$ cat config.mk
export PLATFORM = sky130hd
export DESIGN_NAME = cgc_ctrl
export DESIGN_NICKNAME = d
export VERILOG_FILES = /design/src/verilog/cgc_pkg.sv /design/src/verilog/cgc_divider.sv /design/src/verilog/cgc_sync.sv /design/src/verilog/cgc_ctrl.sv
export VERILOG_INCLUDE_DIRS = /design/src /design/src/verilog
export SDC_FILE = /design/constraint.sdc
export NUM_CORES = 1
export LEC_CHECK = 0
export BUFFER_PORTS_ARGS = -buffer_cell sky130_fd_sc_hd__buf_2
export CORE_ASPECT_RATIO = 0.8
export CORE_MARGIN = 2
export CORE_UTILIZATION = 54
export CTS_CLUSTER_SIZE = 24
export DETAILED_ROUTE_END_ITERATION = 6
export GPL_TIMING_DRIVEN = 0
export PLACE_DENSITY = 0.85
export SLEW_MARGIN = 0
export SYNTH_ARGS = -nofsm -noshare
export SYNTH_HDL_FRONTEND = slang
export SYNTH_SLANG_ARGS = --single-unit
$ cat constraint.sdc
create_clock -name I_CLK -period 3.15 [get_ports I_CLK]
set_input_delay 0.63 -clock I_CLK [delete_from_list [all_inputs] [get_ports I_CLK]]
set_output_delay 0.63 -clock I_CLK [all_outputs]
set_load 0.05 [all_outputs]
$ cat src/verilog/cgc_params.svh
`ifndef CGC_PARAMS_SVH
`define CGC_PARAMS_SVH
// =====================================================================
// register offsets
`define CGC_OFS_CTRL1       8'h00
`define CGC_OFS_CTRL2       8'h01
`define CGC_OFS_STATUS      8'h02
`define CGC_OFS_MODE_CTRL   8'h03
// =====================================================================
// reset values
`define CGC_CTRL1_RESET     8'h04
`define CGC_CTRL2_RESET     8'h40
`define CGC_MODE_CTRL_RESET 8'h00
// =====================================================================
// field positions, control one
`define CGC_SRC_HI          7
`define CGC_SRC_LO          6
`define CGC_REFERENCE_DIVIDER_HI         5
`define CGC_REFERENCE_DIVIDER_LO         3
`define CGC_INTERNAL_REF_SELECT_BIT       2
`define CGC_INTERNAL_REF_OUTPUT_ENABLE_BIT     1
`define CGC_IRSTOP_BIT      0
// =====================================================================
// field positions, control two
`define CGC_BUS_DIVIDER_HI         7
`define CGC_BUS_DIVIDER_LO         6
`define CGC_RANGE_BIT       5
`define CGC_HGO_BIT         4
`define CGC_LP_BIT          3
`define CGC_EKIND_BIT       2
`define CGC_EXTERNAL_REF_OUTPUT_ENABLE_BIT     1
`define CGC_ERSTOP_BIT      0
// =====================================================================
// field positions, own mode control register
`define CGC_PLLS_BIT        0
`define CGC_STOP_BIT        1
// =====================================================================
// timing counts
`define CGC_SYNC_STAGES     2
`endif

$ cat src/verilog/cgc_pkg.sv
package cgc_pkg;
    typedef enum logic [1:0]
    {
        CGC_SRC_LOOP = 2'h0,
        CGC_SRC_INT  = 2'h1,
        CGC_SRC_EXT  = 2'h2,
        CGC_SRC_PLL  = 2'h3
    } cgc_src_t;

    typedef enum
    {
        CGC_FEI,
        CGC_FEE,
        CGC_FBI,
        CGC_FBE,
        CGC_PEE,
        CGC_PBE,
        CGC_LOW_POWER_INTERNAL_MODE,
        CGC_LOW_POWER_EXTERNAL_MODE,
        CGC_STOP
    } cgc_mode_t;

    typedef struct packed
    {
        logic [7:0] addr;
        logic [7:0] wdata;
        logic       wr;
        logic       rd;
    } cgc_bus_req_t;

    typedef struct packed
    {
        logic       ref_internal;
        logic       pll_select;
        logic       loop_enable;
        logic       int_ref_run;
        logic       ext_ref_run;
    } cgc_ctrl_t;
endpackage

$ cat src/verilog/cgc_divider.sv
`timescale 1ns/1ps
`default_nettype none
// =====================================================================
// power of two clock enable divider
module cgc_divider
#(
    parameter int SEL_W = 3
)
(
    input  wire logic             I_CLK,
    input  wire logic             I_NRST,
    input  wire logic [SEL_W-1:0] i_sel,
    output logic                  o_tick
);
    localparam int CNT_W = (1 << SEL_W) - 1;

    logic [CNT_W-1:0] cnt_reg;
    logic [CNT_W-1:0] cnt_next;
    logic [CNT_W-1:0] mask;
    logic             wrap;

    assign mask     = CNT_W'((1 << i_sel) - 1);
    assign wrap     = (cnt_reg & mask) == mask;
    assign cnt_next = wrap ? '0 : cnt_reg + CNT_W'(1);
    assign o_tick   = wrap;

    always_ff @(posedge I_CLK or negedge I_NRST)
    begin
        if (!I_NRST)
            cnt_reg <= '0;
        else
            cnt_reg <= cnt_next;
    end
endmodule // cgc_divider
`default_nettype wire

$ cat src/verilog/cgc_sync.sv
`timescale 1ns/1ps
`default_nettype none
// =====================================================================
// two flop level synchroniser
module cgc_sync
#(
    parameter int W = 1
)
(
    input  wire logic         I_CLK,
    input  wire logic         I_NRST,
    input  wire logic [W-1:0] i_d,
    output logic      [W-1:0] o_q
);
    logic [W-1:0] s1_reg;
    logic [W-1:0] s2_reg;

    always_ff @(posedge I_CLK or negedge I_NRST)
    begin
        if (!I_NRST)
        begin
            s1_reg <= '0;
            s2_reg <= '0;
        end
        else
        begin
            s1_reg <= i_d;
            s2_reg <= s1_reg;
        end
    end

    assign o_q = s2_reg;
endmodule // cgc_sync
`default_nettype wire

$ cat src/verilog/cgc_ctrl.sv
// Contract
// source field 0 loop output, 1 internal reference, 2 external reference
// reserved source value 3 behaves as 0, the loop output
// reference divider divides by two to the power of its code, reset 0
// software keeps the divided reference in 31.25 to 39.0625 kHz for the fll
// software keeps the divided reference in 1 to 2 MHz for the pll
// reference select 1 picks internal, 0 external, as loop reference
// internal output enable drives the internal clock output, else inactive
// internal stop keep holds internal ref in stop if enabled or used
// bus divider divides by 1, 2, 4 or 8, reset divide by two
// range bit picks high oscillator range when set, low when clear
// gain bit picks high gain when set, low power when clear
// low power bit disables the loop in bypassed modes
// external kind bit requests crystal when set, driven clock when clear
// external output enable drives the external clock output
// external stop keep holds external ref in stop if enabled or used
// nine operating modes decoded from the controls
// no connection of this block leaves the chip
// clock mode status reports the source after synchronisation, pll as 3
// changing reference select or divider clears lock until reacquired
// both control registers read and write, reset to defaults
`timescale 1ns/1ps
`default_nettype none
`include "cgc_params.svh"
module cgc_ctrl
#(
    parameter int REFERENCE_DIVIDER_W = 3,
    parameter int BUS_DIVIDER_W = 2
)
(
    input  wire logic                 I_CLK,
    input  wire logic                 I_NRST,
    input  wire cgc_pkg::cgc_bus_req_t I_BUS,
    output logic [7:0]                O_RDATA,
    input  wire logic                 I_INT_REF_CLK,
    input  wire logic                 I_EXT_REF_CLK,
    input  wire logic                 I_LOOP_CLK,
    input  wire logic                 I_LOOP_LOCKED,
    input  wire logic                 I_STOP_REQ,
    output logic                      O_SYS_CLK_SRC,
    output logic                      O_REF_TICK,
    output logic                      O_BUS_TICK,
    output logic                      O_INTERNAL_REF_CLOCK_OUT,
    output logic                      O_EXTERNAL_REF_CLOCK_OUT,
    output logic                      O_OSC_HIGH_RANGE,
    output logic                      O_OSC_HIGH_GAIN,
    output logic                      O_CRYSTAL_REQUEST,
    output cgc_pkg::cgc_ctrl_t        O_CTRL,
    output logic                      O_LOCK
);
    import cgc_pkg::*;

    // =================================================================
    // registers
    logic [7:0]  ctrl1_reg;
    logic [7:0]  ctrl2_reg;
    logic [7:0]  mode_reg;
    logic [7:0]  rdata_reg;
    logic [7:0]  rdata_next;
    logic        lock_reg;
    logic        lock_next;
    logic        was_int_reg;
    logic        was_ext_reg;

    // =================================================================
    // decode
    logic        wr1;
    logic        wr2;
    logic        wr_mode;
    logic [1:0]  src_field;
    logic [1:0]  src_eff;
    logic [REFERENCE_DIVIDER_W-1:0] reference_divider;
    logic [BUS_DIVIDER_W-1:0] bus_divider;
    logic        internal_ref_select;
    logic        plls;
    logic        low_power;
    logic        stop_mode;
    logic        bypassed;
    logic        int_mode;
    logic        ext_mode;
    logic        ref_change;
    logic        int_run;
    logic        ext_run;
    logic        int_ref_s;
    logic        ext_ref_s;
    logic        loop_clk_s;
    logic        locked_s;
    logic        stop_s;
    logic [1:0]  status_src;
    logic [1:0]  status_s;
    logic        ref_clk_sel;
    cgc_mode_t   mode;

    function automatic logic [1:0] src_decode(input logic [1:0] f);
        return (f == 2'h3) ? 2'h0 : f;
    endfunction

    assign wr1       = I_BUS.wr && I_BUS.addr == `CGC_OFS_CTRL1;
    assign wr2       = I_BUS.wr && I_BUS.addr == `CGC_OFS_CTRL2;
    assign wr_mode   = I_BUS.wr && I_BUS.addr == `CGC_OFS_MODE_CTRL;
    assign src_field = ctrl1_reg[`CGC_SRC_HI:`CGC_SRC_LO];
    assign src_eff   = src_decode(src_field);
    assign reference_divider      = ctrl1_reg[`CGC_REFERENCE_DIVIDER_HI:`CGC_REFERENCE_DIVIDER_LO];
    assign internal_ref_select     = ctrl1_reg[`CGC_INTERNAL_REF_SELECT_BIT];
    assign bus_divider      = ctrl2_reg[`CGC_BUS_DIVIDER_HI:`CGC_BUS_DIVIDER_LO];
    assign low_power = ctrl2_reg[`CGC_LP_BIT];
    assign plls      = mode_reg[`CGC_PLLS_BIT];
    assign stop_mode = stop_s;
    assign bypassed  = src_eff != 2'h0;
    assign ref_change = (wr1 && (I_BUS.wdata[`CGC_INTERNAL_REF_SELECT_BIT] != internal_ref_select
                        || I_BUS.wdata[`CGC_REFERENCE_DIVIDER_HI:`CGC_REFERENCE_DIVIDER_LO] != reference_divider))
                        || (wr_mode && I_BUS.wdata[`CGC_PLLS_BIT] != plls);

    // =================================================================
    // pin inputs pass two flops
    cgc_sync #(.W(5)) u_sync
    (
        .I_CLK  (I_CLK),
        .I_NRST (I_NRST),
        .i_d    ({I_INT_REF_CLK, I_EXT_REF_CLK, I_LOOP_CLK, I_LOOP_LOCKED,
                  I_STOP_REQ | mode_reg[`CGC_STOP_BIT]}),
        .o_q    ({int_ref_s, ext_ref_s, loop_clk_s, locked_s, stop_s})
    );

    // =================================================================
    // mode decode
    always_comb
    begin
        if (stop_mode)
            mode = CGC_STOP;
        else
            case (src_eff)
                2'h0:
                    mode = internal_ref_select ? CGC_FEI : (plls ? CGC_PEE : CGC_FEE);
                2'h1:
                    mode = low_power ? CGC_LOW_POWER_INTERNAL_MODE : CGC_FBI;
                2'h2:
                    mode = low_power ? CGC_LOW_POWER_EXTERNAL_MODE : (plls ? CGC_PBE : CGC_FBE);
                default:
                    mode = CGC_FEI;
            endcase
    end

    assign int_mode = mode == CGC_FEI || mode == CGC_FBI || mode == CGC_LOW_POWER_INTERNAL_MODE;
    assign ext_mode = mode == CGC_FEE || mode == CGC_FBE || mode == CGC_PEE
                   || mode == CGC_PBE || mode == CGC_LOW_POWER_EXTERNAL_MODE;

    // =================================================================
    // stop retention
    assign int_run = !stop_mode || (ctrl1_reg[`CGC_IRSTOP_BIT]
                   && (ctrl1_reg[`CGC_INTERNAL_REF_OUTPUT_ENABLE_BIT] || was_int_reg));
    assign ext_run = !stop_mode || (ctrl2_reg[`CGC_ERSTOP_BIT]
                   && (ctrl2_reg[`CGC_EXTERNAL_REF_OUTPUT_ENABLE_BIT] || was_ext_reg));

    // =================================================================
    // dividers for reference and bus ticks, both counting I_CLK
    cgc_divider #(.SEL_W(REFERENCE_DIVIDER_W)) u_ref_div
    (
        .I_CLK  (I_CLK),
        .I_NRST (I_NRST),
        .i_sel  (reference_divider),
        .o_tick (O_REF_TICK)
    );

    cgc_divider #(.SEL_W(BUS_DIVIDER_W)) u_bus_div
    (
        .I_CLK  (I_CLK),
        .I_NRST (I_NRST),
        .i_sel  (bus_divider),
        .o_tick (O_BUS_TICK)
    );

    // =================================================================
    // source routing
    assign ref_clk_sel = internal_ref_select ? int_ref_s : ext_ref_s;

    always_comb
    begin
        case (src_eff)
            2'h1:    O_SYS_CLK_SRC = int_ref_s;
            2'h2:    O_SYS_CLK_SRC = ext_ref_s;
            default: O_SYS_CLK_SRC = loop_clk_s;
        endcase
    end

    assign O_INTERNAL_REF_CLOCK_OUT = ctrl1_reg[`CGC_INTERNAL_REF_OUTPUT_ENABLE_BIT] && int_run
                                      && int_ref_s;
    assign O_EXTERNAL_REF_CLOCK_OUT = ctrl2_reg[`CGC_EXTERNAL_REF_OUTPUT_ENABLE_BIT] && ext_run
                                      && ext_ref_s;
    assign O_OSC_HIGH_RANGE  = ctrl2_reg[`CGC_RANGE_BIT];
    assign O_OSC_HIGH_GAIN   = ctrl2_reg[`CGC_HGO_BIT];
    assign O_CRYSTAL_REQUEST = ctrl2_reg[`CGC_EKIND_BIT];

    assign O_CTRL.ref_internal = ref_clk_sel;
    assign O_CTRL.pll_select   = plls;
    assign O_CTRL.loop_enable  = !stop_mode && !(low_power && bypassed);
    assign O_CTRL.int_ref_run  = int_run;
    assign O_CTRL.ext_ref_run  = ext_run;
    assign O_LOCK              = lock_reg;

    // =================================================================
    // status, source passes a two flop crossing first
    assign status_src = (src_eff == 2'h0 && plls) ? 2'h3 : src_eff;

    cgc_sync #(.W(2)) u_stat_sync
    (
        .I_CLK  (I_CLK),
        .I_NRST (I_NRST),
        .i_d    (status_src),
        .o_q    (status_s)
    );

    // lock clears on reference change, sets again when loop relocks
    assign lock_next = ref_change ? 1'b0
                     : (O_CTRL.loop_enable ? locked_s : 1'b0);

    always_comb
    begin
        case (I_BUS.addr)
            `CGC_OFS_CTRL1:     rdata_next = ctrl1_reg;
            `CGC_OFS_CTRL2:     rdata_next = ctrl2_reg;
            `CGC_OFS_STATUS:    rdata_next = {4'h0, status_s, lock_reg, internal_ref_select};
            `CGC_OFS_MODE_CTRL: rdata_next = mode_reg;
            default:            rdata_next = 8'h00;
        endcase
    end

    // =================================================================
    // register file
    always_ff @(posedge I_CLK or negedge I_NRST)
    begin
        if (!I_NRST)
        begin
            ctrl1_reg <= `CGC_CTRL1_RESET;
            ctrl2_reg <= `CGC_CTRL2_RESET;
            mode_reg  <= `CGC_MODE_CTRL_RESET;
        end
        else
        begin
            if (wr1)
                ctrl1_reg <= I_BUS.wdata;
            if (wr2)
                ctrl2_reg <= I_BUS.wdata;
            if (wr_mode)
                mode_reg <= {6'h00, I_BUS.wdata[1:0]};
        end
    end

    always_ff @(posedge I_CLK or negedge I_NRST)
    begin
        if (!I_NRST)
        begin
            rdata_reg   <= 8'h00;
            lock_reg    <= 1'b0;
            was_int_reg <= 1'b1;
            was_ext_reg <= 1'b0;
        end
        else
        begin
            rdata_reg   <= I_BUS.rd ? rdata_next : 8'h00;
            lock_reg    <= lock_next;
            if (!stop_mode)
            begin
                was_int_reg <= int_mode;
                was_ext_reg <= ext_mode;
            end
        end
    end

    assign O_RDATA = rdata_reg;
endmodule // cgc_ctrl
`default_nettype wire

==> summary.txt <==
Die
  – Die area: 0.005056 mm^2
  – Die height: 64 um
  – Num ports: 47
  – Rows: 21
  – Initial core utilization: 57.08%
  – Area of the core: 0.004257 mm^2
  – Die X: 79.00 um

Critical path
  – Worst endpoint required time: 2.52 ns
  – Critical path fanouts, max: 9
  – Crit path kind: reg2out
  – Capturing point of the worst reg2reg path: u_ref_div.cnt_reg[3]
  – Worst Setup SP: ctrl1_reg[3]
  – R2r setup slk: 1.09 ns
  – Worst reg-to-reg path cell count: 7
  – R2R Path Start: ctrl1_reg[3]
  – Critical Path Source Type: flop
  – Worst EP arrival: 2.38 ns
  – Worst Setup End Kind: output port

Clocking
  – Clock Latency Late Sink: 0.30 ns
  – CTS tree: done
  – CTS Sinks: 53
  – Root Buffer: clkbuf_8
  – CTS Buffer Depth: 2
  – CTS buffer count: 5
  – CTS clk-pin slew, worst paths: 0.09 ns
  – Hold_buf cts: 0
  – H-tree depth: 2

Layout
  – Synth-to-layout area growth: 19.26%
  – Antenna fix cells: 0
  – Fillers: 335
  – Layout cells sized above 1: 34.87%
  – Nets: 292

Route
  – ANT nets after route: 0
  – Pre-antenna DRT Iters: 4
  – Residual DRC: 0
  – Initial DRC count: 109
  – Drt wl/cell: 14.31 um
  – Total number of vias: 1678
  – Vias per inst: 5.277
  – WL final: 4549 um

Hold path
  – Worst min path class: reg2reg
  – Hold Path Depth: 0
  – Hold Startpoint: u_stat_sync.s1_reg[0]
  – Hold endpoint: u_stat_sync.o_q[0]

Yosys
  – Share of the synthesized area in the top cell type: 51.49%
  – Post-synth ARST share: 100.0%
  – Synthesized area: 0.002430 mm^2
  – Sequential-to-total area share from yosys stat: 54.74%
  – Post-Syn Area per Cell: 11.85 um^2
  – Count leader, synth: dfrtp_1
  – Most frequent cells after synthesis: dfrtp_1, mux2_2, nor2_1
  – Cells after Synth: 205
  – Synth Register Bits: 53
  – Prevailing post-synth register cell: dfrtp_1
  – Synth area leader: dfrtp_1
  – Synth top area cells: dfrtp_1, mux2_2, ha_1, dfstp_2, a21oi_1
  – Number of library cell types mapped by synthesis: 36
  – Post-synth EDFFs: 0
  – Net Count, Synth: 237
  – Synthesis Warnings: 0

Global routing
  – First-pass GRT wire length: 7748 um
  – Initial antenna violation count: 0
  – Gr ovfl total: 0
  – Largest net degree at the start of global routing: 54
  – Vias in the first global route: 1665
  – GRT Total Usage: 20.25%

Timing
  – Setup TNS: 0 ns
  – Final setup vio count: 0
  – Max Clock Freq: 332.8 MHz
  – RSZ-0062 raised after global routing: no
  – Final Hold Fails: 0
  – Clock Skew: 0.004270 ns
  – Pins Over Slew Limit: 0
  – Slew @ Worst Pin: 1.126 ns
  – Final Critical Period: 3.005 ns
  – Fin crit share: 95.40%
  – Max_slew headroom: 24.91%

Status
  – Status: finished, final reports clean

Job
  – # Max-Cap Violations: 0

Power and ir drop
  – Leak Pwr: 1.432 nW
  – Power Dens Cells: 528.7 mW/mm^2
  – Total power: 0.001532 W
  – Maximum VDD drop: 0.3968 mV

Placed design
  – Placer congestion estimate: 0.8086
  – Dpl hpwl: 3352 um
  – Port Buffers: 45
how the worst max path moves through the flow:
| stage | endpoint | depth (start not counted) |
|---|---|---|
| final | O_REF_TICK | 7 |
| after detailed placement | O_REF_TICK | 7 |
| after global routing | O_REF_TICK | 7 |
| after CTS | O_REF_TICK | 7 |
| after floorplan | O_REF_TICK | 6 |
| after global placement | O_REF_TICK | 7 |
layout make-up:
type	count	area [um^2]	area share [%]
buffer	10	56.30	1.943
clock buffer	6	82.58	2.850
clock inverter	2	37.54	1.295
inverter	8	30.03	1.036
multi-input combinational	134	1042	35.97
sequential	53	1330	45.90
tap	57	71.32	2.461
timing repair buffer	48	247.7	8.549
what timing repair did:
action                                 4_1_cts  5_1_grt
buffers inserted                             1        2
setup endpoints to repair                    1        1
gates resized for setup                      1        3
endpoints found under the hold margin        0        0
pin swaps                                    1        0
through the flow:
stage               hold slack (ns)  cell area (um^2)  std cells  utilization (%)  worst slack, ns
floorplan                    0.3312              2430        205                -           0.3463
global placement             0.3321              2726        307            64.05           0.1415
detailed placement           0.3356              2726        307            64.05           0.1424
CTS                          0.3564              2861        316            67.23         0.006875
global route                 0.3636              2898        318            68.08          0.03287
finish                       0.3563              2898        318            68.08           0.1448
placed cells by master, fill, tap and decap left out, drive strengths merged, types with 4 or more instances in the layout:
master and instances:
a21oi 14, and3 4, buf 53, clkbuf 11
dfrtp 50, ha 7, inv 8, mux2 16
mux2i 7, nand2 14, nand3b 4, nor2 16
nor4 4, o21ai 8, xnor2 5, xor2 7
power by group:
| part | internal, W | switching (W) |
|---|---|---|
| Clock | 0.000258 | 0.000212 |
| Sequential | 0.000729 | 0.0000345 |
| Combinational | 0.000116 | 0.000182 |
| Total | 0.00110 | 0.000429 |
worst max-delay path, stage by stage, from the launching register on:
cell and delay (ns):
dfrtp_1 0.37, clkbuf_1 0.21, or3_4 0.44, ha_1 0.26, xor2_1 0.18, a32oi_2 0.22
and2_1 0.15, buf_2 0.25
cell families after synthesis:
group	share of synthesized area, %
multiplexers	12.15
AO/OA/AOI/OAI	7.930
adder cells (fa/ha/maj)	3.604
buffers and inverters	3.553
AND/OR/NAND/NOR	13.70
XOR/XNOR	4.325
flip-flops	54.74
per-layer routing:
| layer | wire, um | vias to the layer above | global-route usage [%] |
|---|---|---|---|
| li1 | - | 819 | - |
| met5 | 0 | - | 0 |
| met2 | 2060 | 48 | 31.36 |
| met3 | 250 | 7 | 4.661 |
| met4 | 55 | 0 | 7.112 |
| met1 | 2183 | 804 | 28.30 |
Power figures use the tool's default switching activity.
